==> src/afztl_defines.svh <==
// Offsets, field positions, reset values and timing counts of the arc trip block.
`ifndef AFZTL_DEFINES_SVH
`define AFZTL_DEFINES_SVH

// ****************************************************************
// Register byte offsets
// ****************************************************************
`define AFZTL_OFS_CTRL 12'h000
`define AFZTL_OFS_SENS_CFG 12'h004
`define AFZTL_OFS_ZONE_EN 12'h008
`define AFZTL_OFS_PH_LIMIT 12'h00C
`define AFZTL_OFS_RES_LIMIT 12'h010
`define AFZTL_OFS_SAMPLE_REQ 12'h014
`define AFZTL_OFS_STATUS 12'h018
`define AFZTL_OFS_IRQ_STAT 12'h01C
`define AFZTL_OFS_IRQ_MASK 12'h020

// ****************************************************************
// Field positions
// ****************************************************************
`define AFZTL_CTRL_ZONE_LSB 0
`define AFZTL_CTRL_SELFSUP_BIT 4
`define AFZTL_CTRL_RESSEL_LSB 5
`define AFZTL_SENS_UNIT_LSB 8
`define AFZTL_ZONE_FIELD_W 8
`define AFZTL_ZONE_PH_BIT 4
`define AFZTL_ZONE_RES_BIT 5

// ****************************************************************
// Reset values
// ****************************************************************
`define AFZTL_RST_CTRL 32'h0000_0000
`define AFZTL_RST_SENS_CFG 32'h0000_0000
`define AFZTL_RST_ZONE_EN 32'h0000_0000
`define AFZTL_RST_LIMIT 16'h04B0
`define AFZTL_RST_SAMPLE_REQ 8'h02
`define AFZTL_RST_IRQ_MASK 13'h0000

// ****************************************************************
// Timing
// ****************************************************************
`define AFZTL_CLK_NS 100
`define AFZTL_TPULSE_NS 1000
`define AFZTL_TPULSE_CYC (`AFZTL_TPULSE_NS / `AFZTL_CLK_NS)

`endif

==> src/afztl_pkg.sv <==
// Types shared by the arc trip block.
`default_nettype none
package afztl_pkg;
  typedef enum logic [1:0] {
    AFZTL_RES_NONE = 2'b00,
    AFZTL_RES_ONE = 2'b01,
    AFZTL_RES_TWO = 2'b10
  } afztl_res_sel_t;

  typedef enum logic [1:0] {
    AFZTL_CC_IDLE = 2'b00,
    AFZTL_CC_COUNT = 2'b01,
    AFZTL_CC_ACTIVE = 2'b10
  } afztl_cc_state_t;
endpackage
`default_nettype wire

==> src/afztl_cur_if.sv <==
// Link between the trip logic and one current condition counter.
`timescale 1ns/1ps
`default_nettype none
interface afztl_cur_if;
  logic sample_stb;
  logic over;
  logic [7:0] req;
  logic active;
  modport ctl (output sample_stb, output over, output req, input active);
  modport cond (input sample_stb, input over, input req, output active);
endinterface
`default_nettype wire

==> src/afztl_top.sv <==
// Zone based arc fault trip logic with APB registers and interrupt.
`timescale 1ns/1ps
`default_nettype none
`include "afztl_defines.svh"
module afztl_top
  import afztl_pkg::*;
#(
  parameter int CHANNELS = 4,
  parameter int ZONES = 4,
  parameter int MAG_W = 16
) (
  input wire logic sys_clk,
  input wire logic resetn,
  input wire logic psel,
  input wire logic penable,
  input wire logic pwrite,
  input wire logic [11:0] paddr,
  input wire logic [31:0] pwdata,
  output logic [31:0] prdata,
  output logic pready,
  output logic pslverr,
  input wire logic [CHANNELS-1:0] light_in,
  input wire logic [CHANNELS-1:0] pressure_in,
  input wire logic [2*CHANNELS-1:0] sensor_count_in,
  input wire logic [3:0] unit_count_in,
  input wire logic arc_binary_input_one,
  input wire logic sample_stb,
  input wire logic [3*MAG_W-1:0] phase_mag,
  input wire logic [MAG_W-1:0] residual_input_one,
  input wire logic [MAG_W-1:0] residual_input_two,
  input wire logic block_phase,
  input wire logic block_res,
  input wire logic [ZONES-1:0] block_zone,
  output logic [CHANNELS-1:0] light_detected,
  output logic arc_bi_status,
  output logic phase_start,
  output logic phase_blocked,
  output logic res_start,
  output logic res_blocked,
  output logic [ZONES-1:0] zone_trip,
  output logic [ZONES-1:0] zone_blocked,
  output logic [CHANNELS-1:0] sensor_fault,
  output logic unit_fault,
  output logic fast_output_one,
  output logic fast_output_two,
  output logic irq
);
  localparam int EV_W = 2 * ZONES + CHANNELS + 1;

  // ****************************************************************
  // Registers
  // ****************************************************************
  logic [31:0] ctrl_r, ctrl_nxt;
  logic [31:0] sens_cfg_r, sens_cfg_nxt;
  logic [31:0] zone_en_r, zone_en_nxt;
  logic [MAG_W-1:0] ph_limit_r, ph_limit_nxt;
  logic [MAG_W-1:0] res_limit_r, res_limit_nxt;
  logic [7:0] sample_req_r, sample_req_nxt;
  logic [EV_W-1:0] irq_stat_r, irq_stat_nxt;
  logic [EV_W-1:0] irq_mask_r, irq_mask_nxt;
  logic [EV_W-1:0] ev_prev_r, ev_prev_nxt;
  logic [7:0] bi_cnt_r, bi_cnt_nxt;

  logic wr_en, rd_en;
  logic [EV_W-1:0] ev_now;
  logic [31:0] status_word;
  logic phase_over, res_over;
  afztl_res_sel_t res_sel;
  afztl_cur_if ph_if ();
  afztl_cur_if res_if ();

  // ****************************************************************
  // Current conditions
  // ****************************************************************
  always_comb begin
    phase_over = 1'b0;
    for (int i = 0; i < 3; i++) begin
      if (phase_mag[i*MAG_W +: MAG_W] > ph_limit_r) begin
        phase_over = 1'b1;
      end
    end
  end

  assign res_sel = afztl_res_sel_t'(ctrl_r[`AFZTL_CTRL_RESSEL_LSB +: 2]);

  always_comb begin
    case (res_sel)
      AFZTL_RES_ONE: res_over = residual_input_one > res_limit_r;
      AFZTL_RES_TWO: res_over = residual_input_two > res_limit_r;
      AFZTL_RES_NONE: res_over = 1'b0;
      default: res_over = 1'b0;
    endcase
  end

  assign ph_if.sample_stb = sample_stb;
  assign ph_if.over = phase_over;
  assign ph_if.req = sample_req_r;
  assign res_if.sample_stb = sample_stb;
  assign res_if.over = res_over;
  assign res_if.req = sample_req_r;

  afztl_cur_cond u_ph_cond (
    .sys_clk(sys_clk),
    .resetn(resetn),
    .cif(ph_if.cond)
  );

  afztl_cur_cond u_res_cond (
    .sys_clk(sys_clk),
    .resetn(resetn),
    .cif(res_if.cond)
  );

  assign phase_start = ph_if.active & ~block_phase;
  assign phase_blocked = ph_if.active & block_phase;
  assign res_start = res_if.active & ~block_res;
  assign res_blocked = res_if.active & block_res;

  // ****************************************************************
  // Sensor channels and binary input
  // ****************************************************************
  // Channels are evaluated every clock with no memory, so a fault or
  // light indication drops the cycle its cause goes away.
  genvar c;
  generate
    for (c = 0; c < CHANNELS; c++) begin : g_chan
      assign light_detected[c] = light_in[c];
      assign sensor_fault[c] = sensor_count_in[2*c +: 2] !=
        sens_cfg_r[2*c +: 2];
    end
  endgenerate

  assign unit_fault = unit_count_in !=
    sens_cfg_r[`AFZTL_SENS_UNIT_LSB +: 4];

  // Test pulses from the external units are short; with the option on,
  // the line must stay energized past the pulse width to count. This
  // costs that much delay on a genuine arc input.
  always_comb begin
    bi_cnt_nxt = 8'h00;
    if (arc_binary_input_one && bi_cnt_r != 8'hFF) begin
      bi_cnt_nxt = bi_cnt_r + 8'h01;
    end else if (arc_binary_input_one) begin
      bi_cnt_nxt = bi_cnt_r;
    end
  end

  always_comb begin
    if (ctrl_r[`AFZTL_CTRL_SELFSUP_BIT]) begin
      arc_bi_status = arc_binary_input_one &&
        bi_cnt_r >= 8'(`AFZTL_TPULSE_CYC);
    end else begin
      arc_bi_status = arc_binary_input_one;
    end
  end

  // ****************************************************************
  // Zones
  // ****************************************************************
  genvar z;
  generate
    for (z = 0; z < ZONES; z++) begin : g_zone
      logic [7:0] zcfg;
      logic zlight;
      logic zcond;
      assign zcfg = zone_en_r[z*`AFZTL_ZONE_FIELD_W +: 8];
      assign zlight = |((light_in | pressure_in) &
        zcfg[CHANNELS-1:0]);
      assign zcond = zlight &
        (~zcfg[`AFZTL_ZONE_PH_BIT] | ph_if.active) &
        (~zcfg[`AFZTL_ZONE_RES_BIT] | res_if.active);
      assign zone_trip[z] = ctrl_r[`AFZTL_CTRL_ZONE_LSB + z] & zcond &
        ~block_zone[z];
      assign zone_blocked[z] = ctrl_r[`AFZTL_CTRL_ZONE_LSB + z] & zcond &
        block_zone[z];
    end
  endgenerate

  assign fast_output_one = |zone_trip;
  assign fast_output_two = phase_start | res_start;

  // ****************************************************************
  // APB slave and interrupt
  // ****************************************************************
  assign wr_en = psel & penable & pwrite;
  assign rd_en = psel & penable & ~pwrite;
  assign pready = 1'b1;
  assign ev_now = {unit_fault, sensor_fault, zone_blocked, zone_trip};
  assign irq = |(irq_stat_r & irq_mask_r);

  always_comb begin
    status_word = 32'h0000_0000;
    status_word[ZONES-1:0] = zone_trip;
    status_word[8 +: ZONES] = zone_blocked;
    status_word[16 +: CHANNELS] = sensor_fault;
    status_word[20] = unit_fault;
    status_word[21] = phase_start;
    status_word[22] = phase_blocked;
    status_word[23] = res_start;
    status_word[24] = res_blocked;
    status_word[25] = arc_bi_status;
    status_word[26 +: CHANNELS] = light_detected;
  end

  always_comb begin
    ctrl_nxt = ctrl_r;
    sens_cfg_nxt = sens_cfg_r;
    zone_en_nxt = zone_en_r;
    ph_limit_nxt = ph_limit_r;
    res_limit_nxt = res_limit_r;
    sample_req_nxt = sample_req_r;
    irq_mask_nxt = irq_mask_r;
    irq_stat_nxt = irq_stat_r;
    ev_prev_nxt = ev_now;
    if (wr_en) begin
      case (paddr)
        `AFZTL_OFS_CTRL: ctrl_nxt = {25'h0000000, pwdata[6:0]};
        `AFZTL_OFS_SENS_CFG: sens_cfg_nxt = {20'h00000, pwdata[11:0]};
        `AFZTL_OFS_ZONE_EN: zone_en_nxt = pwdata & 32'h3F3F_3F3F;
        `AFZTL_OFS_PH_LIMIT: ph_limit_nxt = pwdata[MAG_W-1:0];
        `AFZTL_OFS_RES_LIMIT: res_limit_nxt = pwdata[MAG_W-1:0];
        `AFZTL_OFS_SAMPLE_REQ: sample_req_nxt = pwdata[7:0];
        `AFZTL_OFS_IRQ_MASK: irq_mask_nxt = pwdata[EV_W-1:0];
        default: ;
      endcase
    end
    if (rd_en && paddr == `AFZTL_OFS_IRQ_STAT) begin
      irq_stat_nxt = '0;
    end
    // A new event in the clearing cycle is kept.
    irq_stat_nxt = irq_stat_nxt | (ev_now & ~ev_prev_r);
  end

  always_comb begin
    prdata = 32'h0000_0000;
    pslverr = 1'b0;
    case (paddr)
      `AFZTL_OFS_CTRL: prdata = ctrl_r;
      `AFZTL_OFS_SENS_CFG: prdata = sens_cfg_r;
      `AFZTL_OFS_ZONE_EN: prdata = zone_en_r;
      `AFZTL_OFS_PH_LIMIT: prdata[MAG_W-1:0] = ph_limit_r;
      `AFZTL_OFS_RES_LIMIT: prdata[MAG_W-1:0] = res_limit_r;
      `AFZTL_OFS_SAMPLE_REQ: prdata[7:0] = sample_req_r;
      `AFZTL_OFS_STATUS: prdata = status_word;
      `AFZTL_OFS_IRQ_STAT: prdata[EV_W-1:0] = irq_stat_r;
      `AFZTL_OFS_IRQ_MASK: prdata[EV_W-1:0] = irq_mask_r;
      default: pslverr = psel & penable;
    endcase
  end

  always_ff @(posedge sys_clk) begin
    if (!resetn) begin
      ctrl_r <= `AFZTL_RST_CTRL;
      sens_cfg_r <= `AFZTL_RST_SENS_CFG;
      zone_en_r <= `AFZTL_RST_ZONE_EN;
      ph_limit_r <= `AFZTL_RST_LIMIT;
      res_limit_r <= `AFZTL_RST_LIMIT;
      sample_req_r <= `AFZTL_RST_SAMPLE_REQ;
      irq_mask_r <= `AFZTL_RST_IRQ_MASK;
      irq_stat_r <= '0;
      ev_prev_r <= '0;
      bi_cnt_r <= 8'h00;
    end else begin
      ctrl_r <= ctrl_nxt;
      sens_cfg_r <= sens_cfg_nxt;
      zone_en_r <= zone_en_nxt;
      ph_limit_r <= ph_limit_nxt;
      res_limit_r <= res_limit_nxt;
      sample_req_r <= sample_req_nxt;
      irq_mask_r <= irq_mask_nxt;
      irq_stat_r <= irq_stat_nxt;
      ev_prev_r <= ev_prev_nxt;
      bi_cnt_r <= bi_cnt_nxt;
    end
  end
endmodule
`default_nettype wire

==> src/afztl_cur_cond.sv <==
// Current condition: counts consecutive samples above the limit.
`timescale 1ns/1ps
`default_nettype none
module afztl_cur_cond
  import afztl_pkg::*;
(
  input wire logic sys_clk,
  input wire logic resetn,
  afztl_cur_if.cond cif
);
  afztl_cc_state_t state_r, state_nxt;
  logic [7:0] cnt_r, cnt_nxt;

  always_comb begin
    state_nxt = state_r;
    cnt_nxt = cnt_r;
    if (cif.sample_stb) begin
      if (!cif.over) begin
        state_nxt = AFZTL_CC_IDLE;
        cnt_nxt = 8'h00;
      end else if (cnt_r + 8'h01 >= cif.req) begin
        state_nxt = AFZTL_CC_ACTIVE;
        cnt_nxt = cif.req;
      end else begin
        state_nxt = AFZTL_CC_COUNT;
        cnt_nxt = cnt_r + 8'h01;
      end
    end
  end

  always_ff @(posedge sys_clk) begin
    if (!resetn) begin
      state_r <= AFZTL_CC_IDLE;
      cnt_r <= 8'h00;
    end else begin
      state_r <= state_nxt;
      cnt_r <= cnt_nxt;
    end
  end

  always_comb begin
    case (state_r)
      AFZTL_CC_ACTIVE: cif.active = 1'b1;
      AFZTL_CC_IDLE: cif.active = 1'b0;
      AFZTL_CC_COUNT: cif.active = 1'b0;
      default: cif.active = 1'b0;
    endcase
  end
endmodule
`default_nettype wire

==> config.mk <==
export PLATFORM = sky130hd
export DESIGN_NAME = afztl_top
export DESIGN_NICKNAME = d
export VERILOG_FILES = /design/src/afztl_pkg.sv /design/src/afztl_cur_if.sv /design/src/afztl_top.sv /design/src/afztl_cur_cond.sv
export VERILOG_INCLUDE_DIRS = /design/src
export SDC_FILE = /design/constraint.sdc
export NUM_CORES = 1
export LEC_CHECK = 0
export BUFFER_PORTS_ARGS = -buffer_cell sky130_fd_sc_hd__buf_2
export CAP_MARGIN = 20
export CORE_AREA = 2 2 145 147
export CTS_BUF_LIST = sky130_fd_sc_hd__clkbuf_2
export DETAILED_ROUTE_END_ITERATION = 7
export DIE_AREA = 0 0 147 149
export HOLD_SLACK_MARGIN = 0.03
export PLACE_DENSITY = 0.7
export SYNTH_ARGS = -nofsm -noshare
export SYNTH_HDL_FRONTEND = slang
export SYNTH_SLANG_ARGS = --single-unit
export TNS_END_PERCENT = 100
==> constraint.sdc <==
create_clock -name sys_clk -period 9.25 [get_ports sys_clk]
set_input_delay 0.925 -clock sys_clk [delete_from_list [all_inputs] [get_ports sys_clk]]
set_output_delay 0.925 -clock sys_clk [all_outputs]
set_load 0.05 [all_outputs]
==> reports/results.ini, run 1 <==
[status]
status=completed

[yosys]
async_flop_share=0
synthesis.instances=1103
synth_top_cell_area_share=0.3193
seq_area_frac_synth=0.3193
synth_edf_count=0
synth-seq-cells=150
ys.flop_type=dfxtp_1
yosysUniqueCellTypes=61
yosysWarningCount=0
synthTopCellsByArea=dfxtp_1 32%, ha_1 14%, mux2i_1 9.2%
synth_top_area_cell=dfxtp_1
syn_area_per_cell_um2=8.526
syn_area_um2=9404

[clock_network]
clk_pin_slew_ps=290
cts_inserted_buffers=17
cts_tree=built
cts_hold_buf=0
cts_resized=0
post_cts_buffers=0
htree_levels=4
clk_path_buf_depth=2
clock-sinks=150
clk-insertion-delay-late_ps=780
clock-root-buffer=clkbuf_2

[floorplan]
die_height_um=149
placementRows=53
io_pins=216
start_util=0.4575
dieArea_um2=21900
die_x_um=147
core_um2=20560

[global_route]
grt_pass1_wl_um=45220
grtUsageTotal=0.2650
grt_max_degree=71
grt_pass1_vias=8287
grt-ovfl-total=0
antenna_found_initial=1

[route]
drc=0
drt-total-wl_um=29230
vias=8915
via_per_inst=5.668
ant_nets=0
drt_iter0_drc=791
wl_per_cell_um=18.58
first_pass_iters=6

[sta]
layout_min_cycle_time_ps=4448
tightest_slew_ps=1181
finalSetupTns_ps=0
slew_headroom=0.2098
fin_skew_ps=46.58
setup_violations=0
rsz0062_at_grt=no
drv_slew=0
post-route-period-util=0.4809
clock.fmax_mhz=224.8
hold_violations=0

[layout]
nets=1543
design_area_um2=10830
fin_util=0.5268
syn_to_final_growth_pct=15.15
drive_gt1_frac=0.2113
n_fill_cell=2015

[pwr]
clkPwrFrac=0.283
powerDensity_nw_per_um2=122.7
switching_share=0.3559
switching_power_mw=0.4730
p_comb_frac=0.208
irDropWorstVdd_v=0.00008008
p_int_mw=0.8561
p_leak_nw=4.735
pwr-share-seq=0.509

[placed_design]
port_buffers=208
routabilityCongestion=0.8598
dp_hpwl_um=22660
postPlaceCellArea_um2=10570

[setup_path]
required_ps=8330
start_kind=input pin
crit_path_end_kind=output port
cp.arrival_ps=3520
crit_fanout=13
critical_path_class=in2out

[flow_run]
cap_viol_max_count=0

[worst_hold_path]
hold_path_class=in2reg

worst max-delay path, cell delays in order:
cell and delay (ps):
buf_2 260, and2b_1 350, nand3_1 270, nor2_1 970, a221oi_1 230, nand3_1 210, buf_2 290
path summary, 6_finish.rpt:
check	end	cells after the start	from	slack (ps)
setup / recovery	prdata[4]	7	paddr[4]	4800
hold / removal	ev_prev_r[1]$_SDFF_PN0_	2	block_zone[1]	310
hold reg to reg	irq_stat_r[6]$_SDFF_PN0_	1	ev_prev_r[6]$_SDFF_PN0_	410
setup reg to reg	u_res_cond.cnt_r[0]$_SDFFE_PN0P_	11	u_res_cond.cnt_r[0]$_SDFFE_PN0P_	6280
cells by family (layout without fill, tap and decap cells):
| group | after synthesis | count (layout) | synth area share |
|---|---|---|---|
| AO/OA/AOI/OAI | 248 | 248 | 0.1799 |
| XOR/XNOR | 26 | 26 | 0.02422 |
| adder cells (fa/ha/maj) | 102 | 102 | 0.1357 |
| buffers and inverters | 125 | 318 | 0.05761 |
| flip-flops | 150 | 150 | 0.3193 |
| multiplexers | 94 | 94 | 0.1011 |
| other | 2 | 4 | 0.0007986 |
| AND/OR/NAND/NOR | 356 | 356 | 0.1813 |
flip-flops by register name, indices dropped and copies added (netlist names):
name                count
irq_mask_r             13
ph_if.req               8
irq_stat_r             13
sens_cfg_r             12
u_ph_cond.state_r       2
zone_en_r              24
u_ph_cond.cnt_r         8
u_res_cond.state_r      2
u_res_cond.cnt_r        8
res_limit_r            16
ctrl_r                  7
ev_prev_r              13
ph_limit_r             16
bi_cnt_r                8
layout make-up:
cell class	instances	area (µm²)	area share
antenna	1	2.502	0.0002311
clock buffer	17	85.08	0.007857
clock inverter	15	160.2	0.01479
inverter	68	255.2	0.02357
multi-input combinational	829	5863	0.5414
sequential	150	3003	0.2773
tap	275	344.1	0.03177
timing repair buffer	218	1116	0.1031
synth_stat cells (9+ instances only):
| cell | instances |
|---|---|
| nand3_1 | 35 |
| xnor2_1 | 19 |
| a22o_1 | 26 |
| nor2_1 | 117 |
| a22oi_1 | 27 |
| nor3_1 | 11 |
| ha_1 | 102 |
| clkbuf_1 | 28 |
| buf_4 | 9 |
| dfxtp_1 | 150 |
| a221oi_1 | 9 |
| o211ai_1 | 34 |
| nand4_1 | 24 |
| a222oi_1 | 9 |
| a21oi_1 | 58 |
| nand2_1 | 116 |
| inv_1 | 68 |
| buf_2 | 13 |
| mux2i_1 | 86 |
| o21ai_0 | 43 |
per-stage QoR:
stage	hold WS, ps	worst slack (ps)	instances	total power, mW
floorplan	397.8	5167	1104	0.8714
global placement	402.6	4891	1539	0.9556
detailed placement	410.8	4882	1539	0.9606
CTS	258.5	4862	1571	1.331
global route	272.7	4709	1572	1.396
finish	312.2	4802	1573	1.329
metal layers:
metal	share of wire	GRT usage	wire [µm]
met1	0.44	0.3511	12970
met5	0	0	0
met3	0.082	0.05352	2406
met2	0.45	0.4390	13150
met4	0.024	0.07933	703
power by group through the flow:
stage | Clock [mW] | Combinational [mW] | Sequential, mW
3_3_place_gp | 0 | 0.269 | 0.687
2_1_floorplan | 0 | 0.188 | 0.683
5_1_grt | 0.409 | 0.308 | 0.679
3_5_place_dp | 0 | 0.273 | 0.687
4_1_cts | 0.381 | 0.275 | 0.675
6_report | 0.377 | 0.276 | 0.676
layout by cell type (no fill, tap or decap), drive strengths merged, types with 5 or more instances in the layout:
master,instances
nand4,24
nor2,120
mux2,8
ha,102
dfxtp,150
nand3,35
buf,218
nor4,8
mux2i,86
a21o,8
and2,9
o21ai,47
a22o,26
a221oi,9
a21oi,58
nor3,11
a22oi,27
clkbuf,17
and3,6
xnor2,19
nor2b,8
o211ai,34
a222oi,9
nand2,117
clkinv,5
o31ai,5
inv,76
xor2,7
No activity file was read; power rests on OpenSTA's default activity.
==> run 2: changes to the inputs <==
==> constraint.sdc (replaced) <==
create_clock -name sys_clk -period 4.1 [get_ports sys_clk]
set_input_delay 0.41 -clock sys_clk [delete_from_list [all_inputs] [get_ports sys_clk]]
set_output_delay 0.41 -clock sys_clk [all_outputs]
set_load 0.05 [all_outputs]
==> reports/results.ini, run 2 (same netlist as run 1, synthesis figures left out) <==
[layout]
layout_common_cells=208 x buf_2, 150 x dfxtp_1, 117 x nor2_1, 116 x nand2_1, 102 x ha_1  ; unchanged
syn_to_final_growth_pct=19.24  ; was 15.15%
fin_util=0.5455  ; was 0.5268
nets=1584  ; was 1543
design_area_um2=11210  ; was 10830 µm²
top_register=zone_en_r  ; unchanged
num_antenna_cells=0  ; was 1
final_common_cell=buf_2  ; unchanged
reg_top3=zone_en_r: 24 flops, ph_limit_r: 16 flops, res_limit_r: 16 flops  ; unchanged
finalNonFillerCells=1613  ; was 1573
drive_gt1_frac=0.2078  ; was 0.2113
largest_reg_flops=24  ; unchanged
n_fill_cell=1939  ; was 2015

[global_route]
grt_pass1_wl_um=46070  ; was 45220 µm
grt-ovfl-total=0  ; unchanged
antenna_found_initial=0  ; was 1
grt_max_degree=56  ; was 71
grtUsageTotal=0.2669  ; was 0.2650
grt_pass1_vias=8606  ; was 8287

[setup_path]
critical_path_class=reg2out  ; was in2out
crit_path_end_kind=output port  ; unchanged
cp.arrival_ps=3020  ; was 3520 ps
required_ps=3690  ; was 8330 ps
worstReg2RegStart=u_ph_cond.cnt_r[0]$_SDFFE_PN0P_  ; was u_res_cond.cnt_r[0]$_SDFFE_PN0P_
crit_start=u_ph_cond.state_r[0]$_SDFFE_PN0P_  ; was paddr[4]
start_kind=flip-flop  ; was input pin
crit_fanout=8  ; was 13

[sta]
setup_slack_ps=674.4  ; was 4802 ps
fin_skew_ps=29.15  ; was 46.58 ps
clock.fmax_mhz=291.9
tightest_slew_ps=834.1  ; was 1181 ps
layout_min_cycle_time_ps=3426
rsz0062_at_grt=no  ; unchanged
hold_violations=0  ; unchanged
hold_ws_ps=29.95  ; was 312.2 ps
slew_headroom=0.4439  ; was 0.2098
setup_violations=0  ; unchanged
drv_slew=0  ; unchanged
post-route-period-util=0.8355
finalSetupTns_ps=0  ; unchanged

[route]
vias=9140  ; was 8915
drt_iter0_drc=837  ; was 791
first_pass_iters=8  ; was 6
wl_per_cell_um=18.12  ; was 18.58 µm
via_per_inst=5.666  ; was 5.668
drt-total-wl_um=29240  ; was 29230 µm
ant_nets=0  ; unchanged
drc=0  ; unchanged

[status]
status=completed  ; unchanged

[clock_network]
cts_inserted_buffers=17  ; unchanged
post_cts_buffers=0  ; unchanged
clk_path_buf_depth=2  ; unchanged
clk-insertion-delay-late_ps=780  ; about the same
clk_pin_slew_ps=240  ; was 290 ps
htree_levels=4  ; unchanged
clock-root-buffer=clkbuf_2  ; unchanged
cts_tree=built  ; unchanged
clock-sinks=150  ; unchanged

[floorplan]
core_um2=20560  ; unchanged
dieArea_um2=21900  ; unchanged
io_pins=216  ; unchanged
start_util=0.4575  ; unchanged
die_x_um=147  ; unchanged
placementRows=53  ; unchanged
die_height_um=149  ; unchanged

[flow_run]
cap_viol_max_count=0  ; unchanged

[worst_hold_path]
hold_path_class=in2reg  ; unchanged
min-delay-start=arc_binary_input_one  ; was block_zone[1]

[placed_design]
placedCellCount=1544  ; was 1539
post-place-ws_ps=985.7  ; was 4882 ps
postPlaceCellArea_um2=10610  ; was 10570 µm²
dp_hpwl_um=22680  ; was 22660 µm
routabilityCongestion=0.8772  ; was 0.8598
port_buffers=208  ; unchanged

[pwr]
powerDensity_nw_per_um2=269.1  ; was 122.7 nW/µm²
power_mw=3.017  ; was 1.329 mW
irDropWorstVdd_v=0.0001818  ; was 0.00008008 V
p_leak_nw=4.905  ; was 4.735 nW

==> run 2: cell types whose count changed in the layout (fill, tap and decap cells not counted) <==
cell           before  now
buf_4              10   14
bufinv_16           0    1
clkbuf_2           17   18
clkinv_4            0    2
clkinv_8            4    0
clkinvlp_4          2    3
diode_2             1    0
dlygate4sd3_1       0   37
inv_6               6    5
==> run 2: cell type report <==
type,instances,area [µm²],share of cell area
clock buffers,18,90.09,0.008034
multi-input cells,829,5863,0.5229
flip-flops and latches,150,3003,0.2678
well taps,275,344.1,0.03068
clock inverters,14,141.4,0.01261
inverters,68,255.2,0.02276
repair buffers,259,1516,0.1352
==> run 2: critical path: stages, from the launching register on <==
cell,delay [ps]
dfxtp_1,360
nand2b_1,450
a22oi_1,410
nand4_1,340
o211ai_1,340
buf_2,320
==> run 2: metal layers <==
| metal | track usage | vias up | part of all wire |
|---|---|---|---|
| li1 | - | 4427 | - |
| met4 | 0.07260 | 0 | 0.019 |
| met3 | 0.05229 | 43 | 0.083 |
| met1 | 0.3594 | 4270 | 0.45 |
| met5 | 0 | - | 0 |
| met2 | 0.4397 | 400 | 0.45 |
==> run 2: worst paths after layout <==
kind | end | slack (ps) | depth (start not counted)
max | prdata[9] | 670 | 5
min | bi_cnt_r[3]$_SDFFE_PN0P_ | 30 | 3
max reg2reg | u_ph_cond.cnt_r[3]$_SDFFE_PN0P_ | 1060 | 10
min reg2reg | irq_stat_r[6]$_SDFF_PN0_ | 440 | 1
==> run 2: repair_timing <==
item / CTS / global route
hold endpoints to repair: 104 / 0
setup endpoints to repair: 0 / 0
gates resized for setup: 0 / 0
hold buffers: 37 / 0
==> run 2: power breakdown <==
part	internal (mW)	switching [mW]
logic	0.263	0.392
registers	1.49	0.0286
clock network	0.241	0.600
